<file path="src/logic/ied_pkg.sv">
`default_nettype none
package ied_pkg;
  // register byte offsets on the bus
  localparam logic [7:0] IED_OFS_BASE = 8'h00;
  localparam logic [7:0] IED_OFS_SP = 8'h04;
  localparam logic [7:0] IED_OFS_PSW = 8'h08;
  localparam logic [7:0] IED_OFS_VEC = 8'h0C;
  localparam logic [7:0] IED_OFS_ISTAT = 8'h10;
  localparam logic [7:0] IED_OFS_IMASK = 8'h14;
  localparam logic [7:0] IED_OFS_STATE = 8'h18;
  // status word bit positions
  localparam int IED_PSW_T = 1;
  localparam int IED_PSW_P = 2;
  localparam int IED_PSW_E = 9;
  localparam int IED_PSW_I = 11;
  // reset values
  localparam logic [15:0] IED_SP_RST = 16'h0000;
  localparam logic [15:0] IED_PSW_RST = 16'h0000;
  localparam logic [20:0] IED_BASE_RST = 21'h000000;
  // writable bits of the table base: bits 15..1
  localparam logic [20:0] IED_BASE_WMASK = 21'h00FFFE;
  // stack frame step and word step
  localparam logic [15:0] IED_FRAME = 16'h0004;
  localparam logic [15:0] IED_WORD = 16'h0002;
  // vector positions
  localparam logic [5:0] IED_VEC_NMI = 6'h01;
  localparam logic [5:0] IED_VEC_MASK0 = 6'h10;
  localparam logic [5:0] IED_VEC_LAST = 6'h2F;
  // own event bits: entry done, return done, nmi taken
  localparam int IED_EV_N = 3;
  localparam int IED_EV_ENTRY = 0;
  localparam int IED_EV_RET = 1;
  localparam int IED_EV_NMI = 2;
  // sequencer states, gray coded along each path except the FETCH to IDLE step
  typedef enum logic [3:0] {
    IED_IDLE = 4'h0,
    IED_DEC = 4'h1,
    IED_PUSH_PC = 4'h3,
    IED_PUSH_PSW = 4'h2,
    IED_VEC = 4'h6,
    IED_FETCH = 4'h7,
    IED_POP_PC = 4'h4,
    IED_POP_PSW = 4'hC,
    IED_INC = 4'h8
  } ied_state_e;
endpackage : ied_pkg
`default_nettype wire

</file>
<file path="src/logic/ied_top.sv">
// Notes on behaviour
// - On entry, lower the exception stack pointer by four before any store.
// - Then store program counter and status word at the lowered pointer.
// - During entry clear global enable, trace-pending and trace bits.
// - After saving, take the vector number from the vector register.
// - Fetch the table entry at base plus offset and load it as PC.
// - Return reloads PC and status word from stack, raises pointer by four.
// - Each table entry is two bytes holding address bits 1 to 16.
// - Handler address is zero, the entry, then zero: 21 bits.
// - Table base is 21 bits, top five bits and bit 0 stay zero.
// - The table spans 48 word entries.
// - Entry address is the vector doubled plus the table base.
// - Positions 0 to 15 are traps and nmi at 1; request n at 16+n.
// - The periodic tick request 31 uses the last position, 47.
// - Nmi comes from a falling edge on its pin and ranks highest.
// - Timer, serial, wake-up and converter requests are all maskable.
// - Maskable requests are levels, request 31 highest, request 0 lowest.
// - Highest pending maskable request goes first, others wait.
// - No maskable request is taken unless global and local enables are set.
//
// Decided for this implementation: the Wishbone register port and the register addresses.
`default_nettype none
module ied_top
  import ied_pkg::*;
#(
  parameter int NUM_IRQ = 32
)(
  // clock and reset
  input wire logic clk,
  input wire logic rst_n,
  // wishbone slave
  input wire logic wb_cyc_i,
  input wire logic wb_stb_i,
  input wire logic wb_we_i,
  input wire logic [7:0] wb_adr_i,
  input wire logic [3:0] wb_sel_i,
  input wire logic [31:0] wb_dat_i,
  output logic [31:0] wb_dat_o,
  output logic wb_ack_o,
  // requests
  input wire logic nmi_n,
  input wire logic [NUM_IRQ-1:0] maskable_request_n,
  // core side
  input wire logic [20:0] core_pc,
  input wire logic return_from_exception,
  output logic pc_load,
  output logic [20:0] pc_value,
  output logic entry_busy,
  // memory master for stack and table
  output logic mem_req,
  output logic mem_we,
  output logic [20:0] mem_addr,
  output logic [15:0] mem_wdata,
  input wire logic [15:0] mem_rdata,
  input wire logic mem_ack,
  // interrupt to system
  output logic irq
);

  typedef struct packed {
    ied_state_e st;
    logic [15:0] exception_stack_pointer, processor_status_word;
    logic [20:0] dispatch_table_base;
    logic [5:0] vector_number_reg;
    logic [15:0] saved_pc;
    logic nmi_prev, nmi_pend;
    logic mem_req, mem_we;
    logic [20:0] mem_addr;
    logic [15:0] mem_wdata;
    logic pc_load;
    logic [20:0] pc_value;
    logic busy, ack;
    logic [31:0] rdata;
    logic [IED_EV_N-1:0] stat, mask;
    logic irq;
  } ied_regs_s;
  ied_regs_s r;
  ied_regs_s n;
  // highest set request index, request 31 first
  function automatic logic [4:0] ied_prio(input logic [31:0] req);
    logic [4:0] idx;
    idx = 5'h00;
    for (int i = 0; i < 32; i++)
    begin
      if (req[i])
        idx = 5'(i);
    end
    return idx;
  endfunction : ied_prio

  // byte lane merge for register writes
  function automatic logic [31:0] ied_merge(input logic [31:0] old,
    input logic [31:0] dat, input logic [3:0] sel);
    logic [31:0] res;
    res = old;
    for (int b = 0; b < 4; b++)
    begin
      if (sel[b])
        res[b*8 +: 8] = dat[b*8 +: 8];
    end
    return res;
  endfunction : ied_merge
  logic [31:0] req_all, cur, merged;
  logic mask_ok, nmi_edge, wr_en;
  logic [IED_EV_N-1:0] ev;

  // next state of the whole block, with maskable gating and nmi edge
  always_comb
  begin
    req_all = 32'(maskable_request_n);
    mask_ok = r.processor_status_word[IED_PSW_I]
      && r.processor_status_word[IED_PSW_E] && (|req_all);
    nmi_edge = r.nmi_prev && !nmi_n;
    n = r;
    ev = '0;
    n.pc_load = 1'b0;
    n.nmi_prev = nmi_n;
    // sequencer
    case (r.st)
      IED_IDLE:
      begin
        if (r.nmi_pend || mask_ok)
        begin
          n.saved_pc = core_pc[16:1];
          n.st = IED_DEC;
        end
        else if (return_from_exception)
          n.st = IED_POP_PC;
      end
      IED_DEC:
      begin
        n.exception_stack_pointer = r.exception_stack_pointer
          - IED_FRAME;
        n.st = IED_PUSH_PC;
      end
      IED_PUSH_PC:
      begin
        if (!r.mem_req)
        begin
          n.mem_req = 1'b1;
          n.mem_we = 1'b1;
          n.mem_addr = {5'h00, r.exception_stack_pointer};
          n.mem_wdata = r.saved_pc;
        end
        else if (mem_ack)
        begin
          n.mem_req = 1'b0;
          n.st = IED_PUSH_PSW;
        end
      end
      IED_PUSH_PSW:
      begin
        if (!r.mem_req)
        begin
          n.mem_req = 1'b1;
          n.mem_we = 1'b1;
          n.mem_addr = {5'h00, 16'(r.exception_stack_pointer
            + IED_WORD)};
          n.mem_wdata = r.processor_status_word;
        end
        else if (mem_ack)
        begin
          n.mem_req = 1'b0;
          n.processor_status_word[IED_PSW_I] = 1'b0;
          n.processor_status_word[IED_PSW_P] = 1'b0;
          n.processor_status_word[IED_PSW_T] = 1'b0;
          n.st = IED_VEC;
        end
      end
      IED_VEC:
      begin
        // nmi outranks all maskable requests
        if (r.nmi_pend)
        begin
          n.vector_number_reg = IED_VEC_NMI;
          n.nmi_pend = 1'b0;
          ev[IED_EV_NMI] = 1'b1;
        end
        else
          n.vector_number_reg = IED_VEC_MASK0
            + {1'b0, ied_prio(req_all)};
        n.st = IED_FETCH;
      end
      IED_FETCH:
      begin
        if (!r.mem_req)
        begin
          n.mem_req = 1'b1;
          n.mem_we = 1'b0;
          n.mem_addr = r.dispatch_table_base
            + {14'h0000, r.vector_number_reg, 1'b0};
        end
        else if (mem_ack)
        begin
          n.mem_req = 1'b0;
          n.pc_value = {3'h0, 1'b0, mem_rdata, 1'b0};
          n.pc_load = 1'b1;
          ev[IED_EV_ENTRY] = 1'b1;
          n.st = IED_IDLE;
        end
      end
      IED_POP_PC:
      begin
        if (!r.mem_req)
        begin
          n.mem_req = 1'b1;
          n.mem_we = 1'b0;
          n.mem_addr = {5'h00, r.exception_stack_pointer};
        end
        else if (mem_ack)
        begin
          n.mem_req = 1'b0;
          n.saved_pc = mem_rdata;
          n.st = IED_POP_PSW;
        end
      end
      IED_POP_PSW:
      begin
        if (!r.mem_req)
        begin
          n.mem_req = 1'b1;
          n.mem_we = 1'b0;
          n.mem_addr = {5'h00, 16'(r.exception_stack_pointer + IED_WORD)};
        end
        else if (mem_ack)
        begin
          n.mem_req = 1'b0;
          n.processor_status_word = mem_rdata;
          n.st = IED_INC;
        end
      end
      IED_INC:
      begin
        n.exception_stack_pointer = r.exception_stack_pointer
          + IED_FRAME;
        n.pc_value = {3'h0, 1'b0, r.saved_pc, 1'b0};
        n.pc_load = 1'b1;
        ev[IED_EV_RET] = 1'b1;
        n.st = IED_IDLE;
      end
      default:
      begin
        n.st = IED_IDLE;
        n.mem_req = 1'b0;
      end
    endcase
    n.busy = (n.st != IED_IDLE);
    // bus slave: one-cycle ack, write applied at the ack edge
    n.ack = wb_cyc_i && wb_stb_i && !r.ack;
    wr_en = n.ack && wb_we_i;
    cur = 32'h00000000;
    case (wb_adr_i)
      IED_OFS_BASE: cur = {11'h000, r.dispatch_table_base};
      IED_OFS_SP: cur = {16'h0000, r.exception_stack_pointer};
      IED_OFS_PSW: cur = {16'h0000, r.processor_status_word};
      IED_OFS_VEC: cur = {26'h0000000, r.vector_number_reg};
      IED_OFS_ISTAT: cur = {29'h00000000, r.stat};
      IED_OFS_IMASK: cur = {29'h00000000, r.mask};
      IED_OFS_STATE: cur = {26'h0000000, r.nmi_pend, r.busy, r.st};
      default: cur = 32'h00000000;
    endcase
    if (n.ack && !wb_we_i)
      n.rdata = cur;
    merged = ied_merge(cur, wb_dat_i, wb_sel_i);
    // the sequencer owns pointer and status word while busy
    if (wr_en)
    begin
      case (wb_adr_i)
        IED_OFS_BASE:
          n.dispatch_table_base = merged[20:0] & IED_BASE_WMASK;
        IED_OFS_SP:
          if (!r.busy)
            n.exception_stack_pointer = merged[15:0];
        IED_OFS_PSW:
          if (!r.busy)
            n.processor_status_word = merged[15:0];
        IED_OFS_ISTAT:
          n.stat = r.stat & ~(wb_dat_i[IED_EV_N-1:0]
            & {IED_EV_N{wb_sel_i[0]}});
        IED_OFS_IMASK: n.mask = merged[IED_EV_N-1:0];
        default: n.mask = r.mask;
      endcase
    end
    // events win over a clear in the same cycle
    n.stat = n.stat | ev;
    // nmi edge wins over the clear at vector time
    if (nmi_edge)
      n.nmi_pend = 1'b1;
    n.irq = |(n.stat & n.mask);
  end

  // state register
  always_ff @(posedge clk or negedge rst_n)
  begin
    if (!rst_n)
    begin
      r <= '0;
      r.st <= IED_IDLE;
      r.exception_stack_pointer <= IED_SP_RST;
      r.processor_status_word <= IED_PSW_RST;
      r.dispatch_table_base <= IED_BASE_RST;
      r.nmi_prev <= 1'b1;
    end
    else
      r <= n;
  end

  // outputs straight from the state
  assign wb_dat_o = r.rdata;
  assign wb_ack_o = r.ack;
  assign pc_load = r.pc_load;
  assign pc_value = r.pc_value;
  assign entry_busy = r.busy;
  assign mem_req = r.mem_req;
  assign mem_we = r.mem_we;
  assign mem_addr = r.mem_addr;
  assign mem_wdata = r.mem_wdata;
  assign irq = r.irq;
endmodule : ied_top
`default_nettype wire

</file>
<file path="config.mk">
export PLATFORM = sky130hd
export DESIGN_NAME = ied_top
export DESIGN_NICKNAME = d
export VERILOG_FILES = /design/src/logic/ied_pkg.sv /design/src/logic/ied_top.sv
export SDC_FILE = /design/constraint.sdc
export NUM_CORES = 1
export LEC_CHECK = 0
export BUFFER_PORTS_ARGS = -buffer_cell sky130_fd_sc_hd__buf_2
export CAP_MARGIN = 15
export CORE_AREA = 3 3 154 156
export DETAILED_ROUTE_END_ITERATION = 7
export DIE_AREA = 0 0 157 159
export PLACE_DENSITY_LB_ADDON = 0.08
export SKIP_CTS_REPAIR_TIMING = 1
export SYNTH_ARGS = -nofsm -noshare
export SYNTH_HDL_FRONTEND = slang
export SYNTH_SLANG_ARGS = --single-unit
export TNS_END_PERCENT = 10
</file>
<file path="constraint.sdc">
create_clock -name clk -period 8.7 [get_ports clk]
set_input_delay 1.305 -clock clk [delete_from_list [all_inputs] [get_ports clk]]
set_output_delay 1.305 -clock clk [all_outputs]
set_load 0.01 [all_outputs]
</file>
After elaboration in Yosys (flattened, before gate mapping)

Cells that the tools add are included.

Memory bits (writable): 0
Memories kept: 0
Register bits after elaboration: 177
Bits in read-only memories: 0
Latch bits: 0
Input bits: 121
Logic and storage cells: 178

Multiply operators: 0
Equal/unequal tests: 24
Magnitude comparators: 0
Divide/modulo/power cells: 0
Bitwise logic cells: 5
Reductions and logical operators: 28
$add $sub $neg: 5
Shift-type cells: 0
Muxes and demuxes: 96

Operators with widths:

| kind                                                                   | number |
|---|---|
| 16-bit 2-to-1 mux                                                      | 10 |
| 5-bit 2-to-1 mux                                                       | 32 |
| 16-bit one-hot mux with 7 select lines                                 | 1 |
| 22-bit 2-to-1 mux                                                      | 5 |
| 22-bit one-hot mux with 5 select lines                                 | 1 |
| 16-bit one-hot mux with 2 select lines                                 | 3 |
| 38-bit 2-to-1 mux                                                      | 2 |
| 53-bit 2-to-1 mux                                                      | 1 |
| 4-bit 2-to-1 mux                                                       | 13 |
| 22-bit one-hot mux with 2 select lines                                 | 1 |
| 4-bit one-hot mux with 8 select lines                                  | 1 |
| 32-bit OR reduction                                                    | 1 |
| 8-bit by 5-bit equality test with 1-bit output (second input constant) | 3 |
| 8-bit 2-to-1 mux                                                       | 3 |
| 2-bit inequality test (second input constant)                          | 10 |
| 16-bit by 7-bit adder with 17-bit output                               | 1 |
| 16-bit by 2-bit adder with 16-bit output (second input constant)       | 1 |
| 16-bit by 3-bit adder with 16-bit output (second input constant)       | 1 |
| 8-bit by 4-bit equality test with 1-bit output (second input constant) | 2 |
| 16-bit by 3-bit subtractor with 16-bit output (second input constant)  | 1 |
| 1-bit 2-to-1 mux                                                       | 14 |
| 4-bit by 3-bit equality test with 1-bit output (second input constant) | 3 |
| 6-bit 2-to-1 mux                                                       | 2 |
| 3-bit AND                                                              | 3 |
| 26 further kinds                                                       | 43 |

Longest topological paths before layout

Word-level depth: 35
Depth in mapped cells: 10
Gate-level depth less buffers: 9

Least setup slack after synthesis

OpenSTA, ideal clock, no wires.

Path kind: register to register
From: register r[179] (netlist bit)
To: register r[176] (netlist bit)
Data arrival time: 3139 ps
Stages on the path, launching flop included: 11
Slack: 5440 ps
Path through: dfrtp_1 -> buf_2 -> nor4b_2 -> inv_1 -> ha_1 -> a211oi_1 -> o21ai_0 -> a41o_1 -> a311oi_1 -> mux2i_1 -> nand2_1

RTL lines:

| element                  | RTL line       | text |
|---|---|---|
| start: declaration       | ied_top.sv:77  | `ied_regs_s r;` |
| start signal: assignment | ied_top.sv:305 | `r <= n;` |

==> impl_metrics.csv <==
group,metric,value,unit
yosys,yosysMostFrequentCell,"nand2_1",
global_routing,antenna_found_initial,0,
yosys,yosys-top-cells-area,"dfrtp_1 (38%), nand2_1 (6.8%), buf_4 (6.7%)",
power_and_ir_drop,p_leak,0.00506,uW
layout,drive_above_1_share,19.7,%
outcome,status,"finished, final reports clean",
yosys,synth_top_area_share,37.6,%
power_and_ir_drop,clkPwrFrac,22.7,%
critical_path,worstPathCellList,"buf_4 > nor4b_4 > buf_4 > inv_1 > ha_1 > a211oi_1 > o21ai_0 > a41o_1 > a311oi_1 > mux2i_1 > nand2_1",
worst_hold_path,hold_path_class,"reg -> reg",
drt,drc,0,
clock_tree,cts_buffers,17,
global_routing,grt_pass1_wl,48.8,mm
timing,setup_viol,0,
critical_path,crit_buf_inv,3,
global_routing,groute.usage.overall,25.0,%
critical_path,endpoint_kind,"flip-flop",
power_and_ir_drop,p_per_area,298,nW/um^2
power_and_ir_drop,switchingPower,1460,uW
floorplan,ios,217,
clock_tree,clk_latency,0.45,ns
layout,n_antenna_cell,0,
floorplan,start_util,44.7,%
timing,setup_ws,5.06,ns
yosys,synth_top_area_cell,"dfrtp_1",
yosys,ys.flop_type,"dfrtp_1",
yosys,syn_inst,1200,
placed_design,gp_congestion,0.909,
drt,detail_route.first_pass.iterations,5,
yosys,syn_avg_cell_area,8.38,sq um
yosys,yosys-top-cells-count,"nand2_1 (183), dfrtp_1 (151), nor2_1 (103)",
clock_tree,clockBufferDepth,2,
drt,drt_iter0_markers,696,
yosys,synth_edf_count,0,
yosys,seq_area_frac_synth,37.8,%
floorplan,core,22500,sq um
critical_path,cp_top_family,"compound AO/OA/AOI/OAI gates",
yosys,synthAdderAreaFrac,2.76,%
critical_path,start_kind,"flip-flop",
critical_path,crit_path_frequent_cell,"buf_4",
global_routing,grt_pass1_vias,8568,
yosys,synthXorXnorAreaFrac,1.57,%
power_and_ir_drop,seq_power_share,34.5,%
timing,timing.setup.tns,0,ns
clock_tree,root_buffer,"clkbuf_16",
layout,nNetsFinal,1411,
timing,slew_violations,0,
drt,vias,9109,
timing,slew-limit-headroom,31.6,%
yosys,synth-simple-area-share,20.4,%
layout,fillers,2227,
power_and_ir_drop,swShare,43.6,%
timing,fmax,275,MHz
drt,route.detailed.wl_per_inst,20.1,um
yosys,mappedNetlistArea,10100,sq um
critical_path,slowest_delay,0.40,ns
global_routing,grt_max_degree,79,
power_and_ir_drop,p_comb_share,42.8,%
global_routing,grt_overflow,0,
yosys,synth-compound-area-share,21.9,%
yosys,ys_warn_count,0,
timing,fin_skew,0.0170,ns
clock_tree,clk_pin_slew,0.07,ns
layout,seqCellArea,3800,sq um
clock_tree,cts_tree,"done",
floorplan,die_y,159,um
drt,wl,31.4,mm
power_and_ir_drop,ir_drop,0.152,mV
timing,hold_violations,0,
critical_path,worstPathArrival,3.97,ns
placed_design,post-place-ws,4.81,ns
floorplan,row_count,55,
yosys,muxShareOfSynthArea,5.10,%
drt,routed_via_density,5.81,
clock_tree,htreeDepth,4,
power_and_ir_drop,p_int,1880,uW
timing,period_needed,3.64,ns
critical_path,crit_type,"reg -> reg",
layout,multi_input_area,5340,sq um
yosys,synth-seq-cells,152,
placed_design,port_buffers,168,
layout,syn2layout_area_growth,11.1,%
placed_design,dpl.hpwl,23.7,mm
critical_path,path_max_fanout,24,
yosys,synth_top_family_by_area,"compound AO/OA/AOI/OAI gates",
timing,holdWs,0.471,ns
flow_run,maxCapViolCount,0,
critical_path,critical-path-slowest-cell,"ha_1",
timing,rsz0062_at_grt,"false",
clock_tree,clkSinkCount,152,
yosys,synth_cell_types,79,
drt,ant_nets,0,
timing,period_share,41.9,%
timing,worstMarginPinSlew,1.02,ns
floorplan,die_w,157,um
yosys,synthArstFlopShare,100,%
critical_path,worstPathRequired,9.03,ns
floorplan,dieArea,25000,sq um
[worst paths after layout]
| kind | cells after the start | endpoint | slack [ns] | from |
|---|---|---|---|---|
| max | 11 | r[176] | 5.06 | r[181] |
| min | 2 | pc_value[16] | 0.47 | pc_value[16] |
| max reg2reg | 11 | r[176] | 5.06 | r[181] |
| min reg2reg | 2 | pc_value[16] | 0.47 | pc_value[16] |
| max in group asynchronous | 2 | mem_we | 6.33 | rst_n |
| min in group asynchronous | 1 | pc_load | 0.89 | rst_n |
[state kept, by name, indices dropped and copies added, names as in the netlist]
| register | flops |
|---|---|
| entry_busy | 1 |
| mem_wdata | 16 |
| wb_dat_o | 16 |
| mem_addr | 17 |
| mem_req | 1 |
| r | 81 |
| wb_ack_o | 1 |
| pc_value | 16 |
| mem_we | 1 |
| pc_load | 1 |
| irq | 1 |
[routing by layer]
metal	part of all wire [%]	track usage (%)
met1	46	36.0
met4	2.4	7.48
met2	46	39.0
met3	5.5	3.89
met5	0	0
[placed cells by master (no fill, tap or decap), types with 15 or more instances in the layout]
cell type,count
nor4_1,15
nor3_1,21
mux2i_1,40
buf_2,167
nand3_1,26
a21o_1,16
nor2_1,103
inv_1,21
o21ai_0,76
nand2_1,183
nand4_1,17
ha_1,19
a21oi_1,89
conb_1,25
clkbuf_16,17
a31oi_1,15
buf_4,18
dfrtp_1,151
a22oi_1,34
[per-stage QoR]
stage / power [uW] / cell area [sq um] / util (%) / cells
finish: 3340 / 11200 / 49.7 / 1567
global route: 3570 / 11200 / 49.7 / 1567
CTS: 3340 / 11200 / 49.6 / 1566
detailed placement: 2580 / 10600 / 46.9 / 1534
global placement: 2550 / 10600 / 46.9 / 1534
floorplan: 2230 / 10100 / - / 1224
[area by class of cell]
| class | instances | area share, % |
|---|---|---|
| flip-flops and latches | 152 | 34.0 |
| clock inverters | 15 | 1.61 |
| repair buffers | 186 | 8.79 |
| inverters | 22 | 0.739 |
| clock buffers | 17 | 3.81 |
| well taps | 285 | 3.19 |
| multi-input cells | 890 | 47.8 |
[tightest hold or removal path: cells and delay by family, from the launching register on]
family	cells	cell delay [ns]
flip-flops	1	0.34
AND/OR/NAND/NOR	2	0.10
[power groups by stage]
| stage | registers, uW | clock network, uW | logic, uW |
|---|---|---|---|
| floorplan | 1060 | 0 | 1170 |
| global placement | 1160 | 0 | 1400 |
| detailed placement | 1160 | 0 | 1420 |
| CTS | 1150 | 770 | 1420 |
| global route | 1170 | 803 | 1590 |
| finish | 1150 | 758 | 1430 |
[kinds of logic (layout without fill, tap and decap cells)]
group | Yosys count | after routing
AND/OR/NAND/NOR | 437 | 437
AO/OA/AOI/OAI | 341 | 341
buffers and inverters | 182 | 240
flip-flops | 152 | 152
multiplexers | 48 | 48
adder cells (fa/ha/maj) | 21 | 21
XOR/XNOR | 18 | 18
other | 1 | 25
Power figures use the tool's default switching activity.
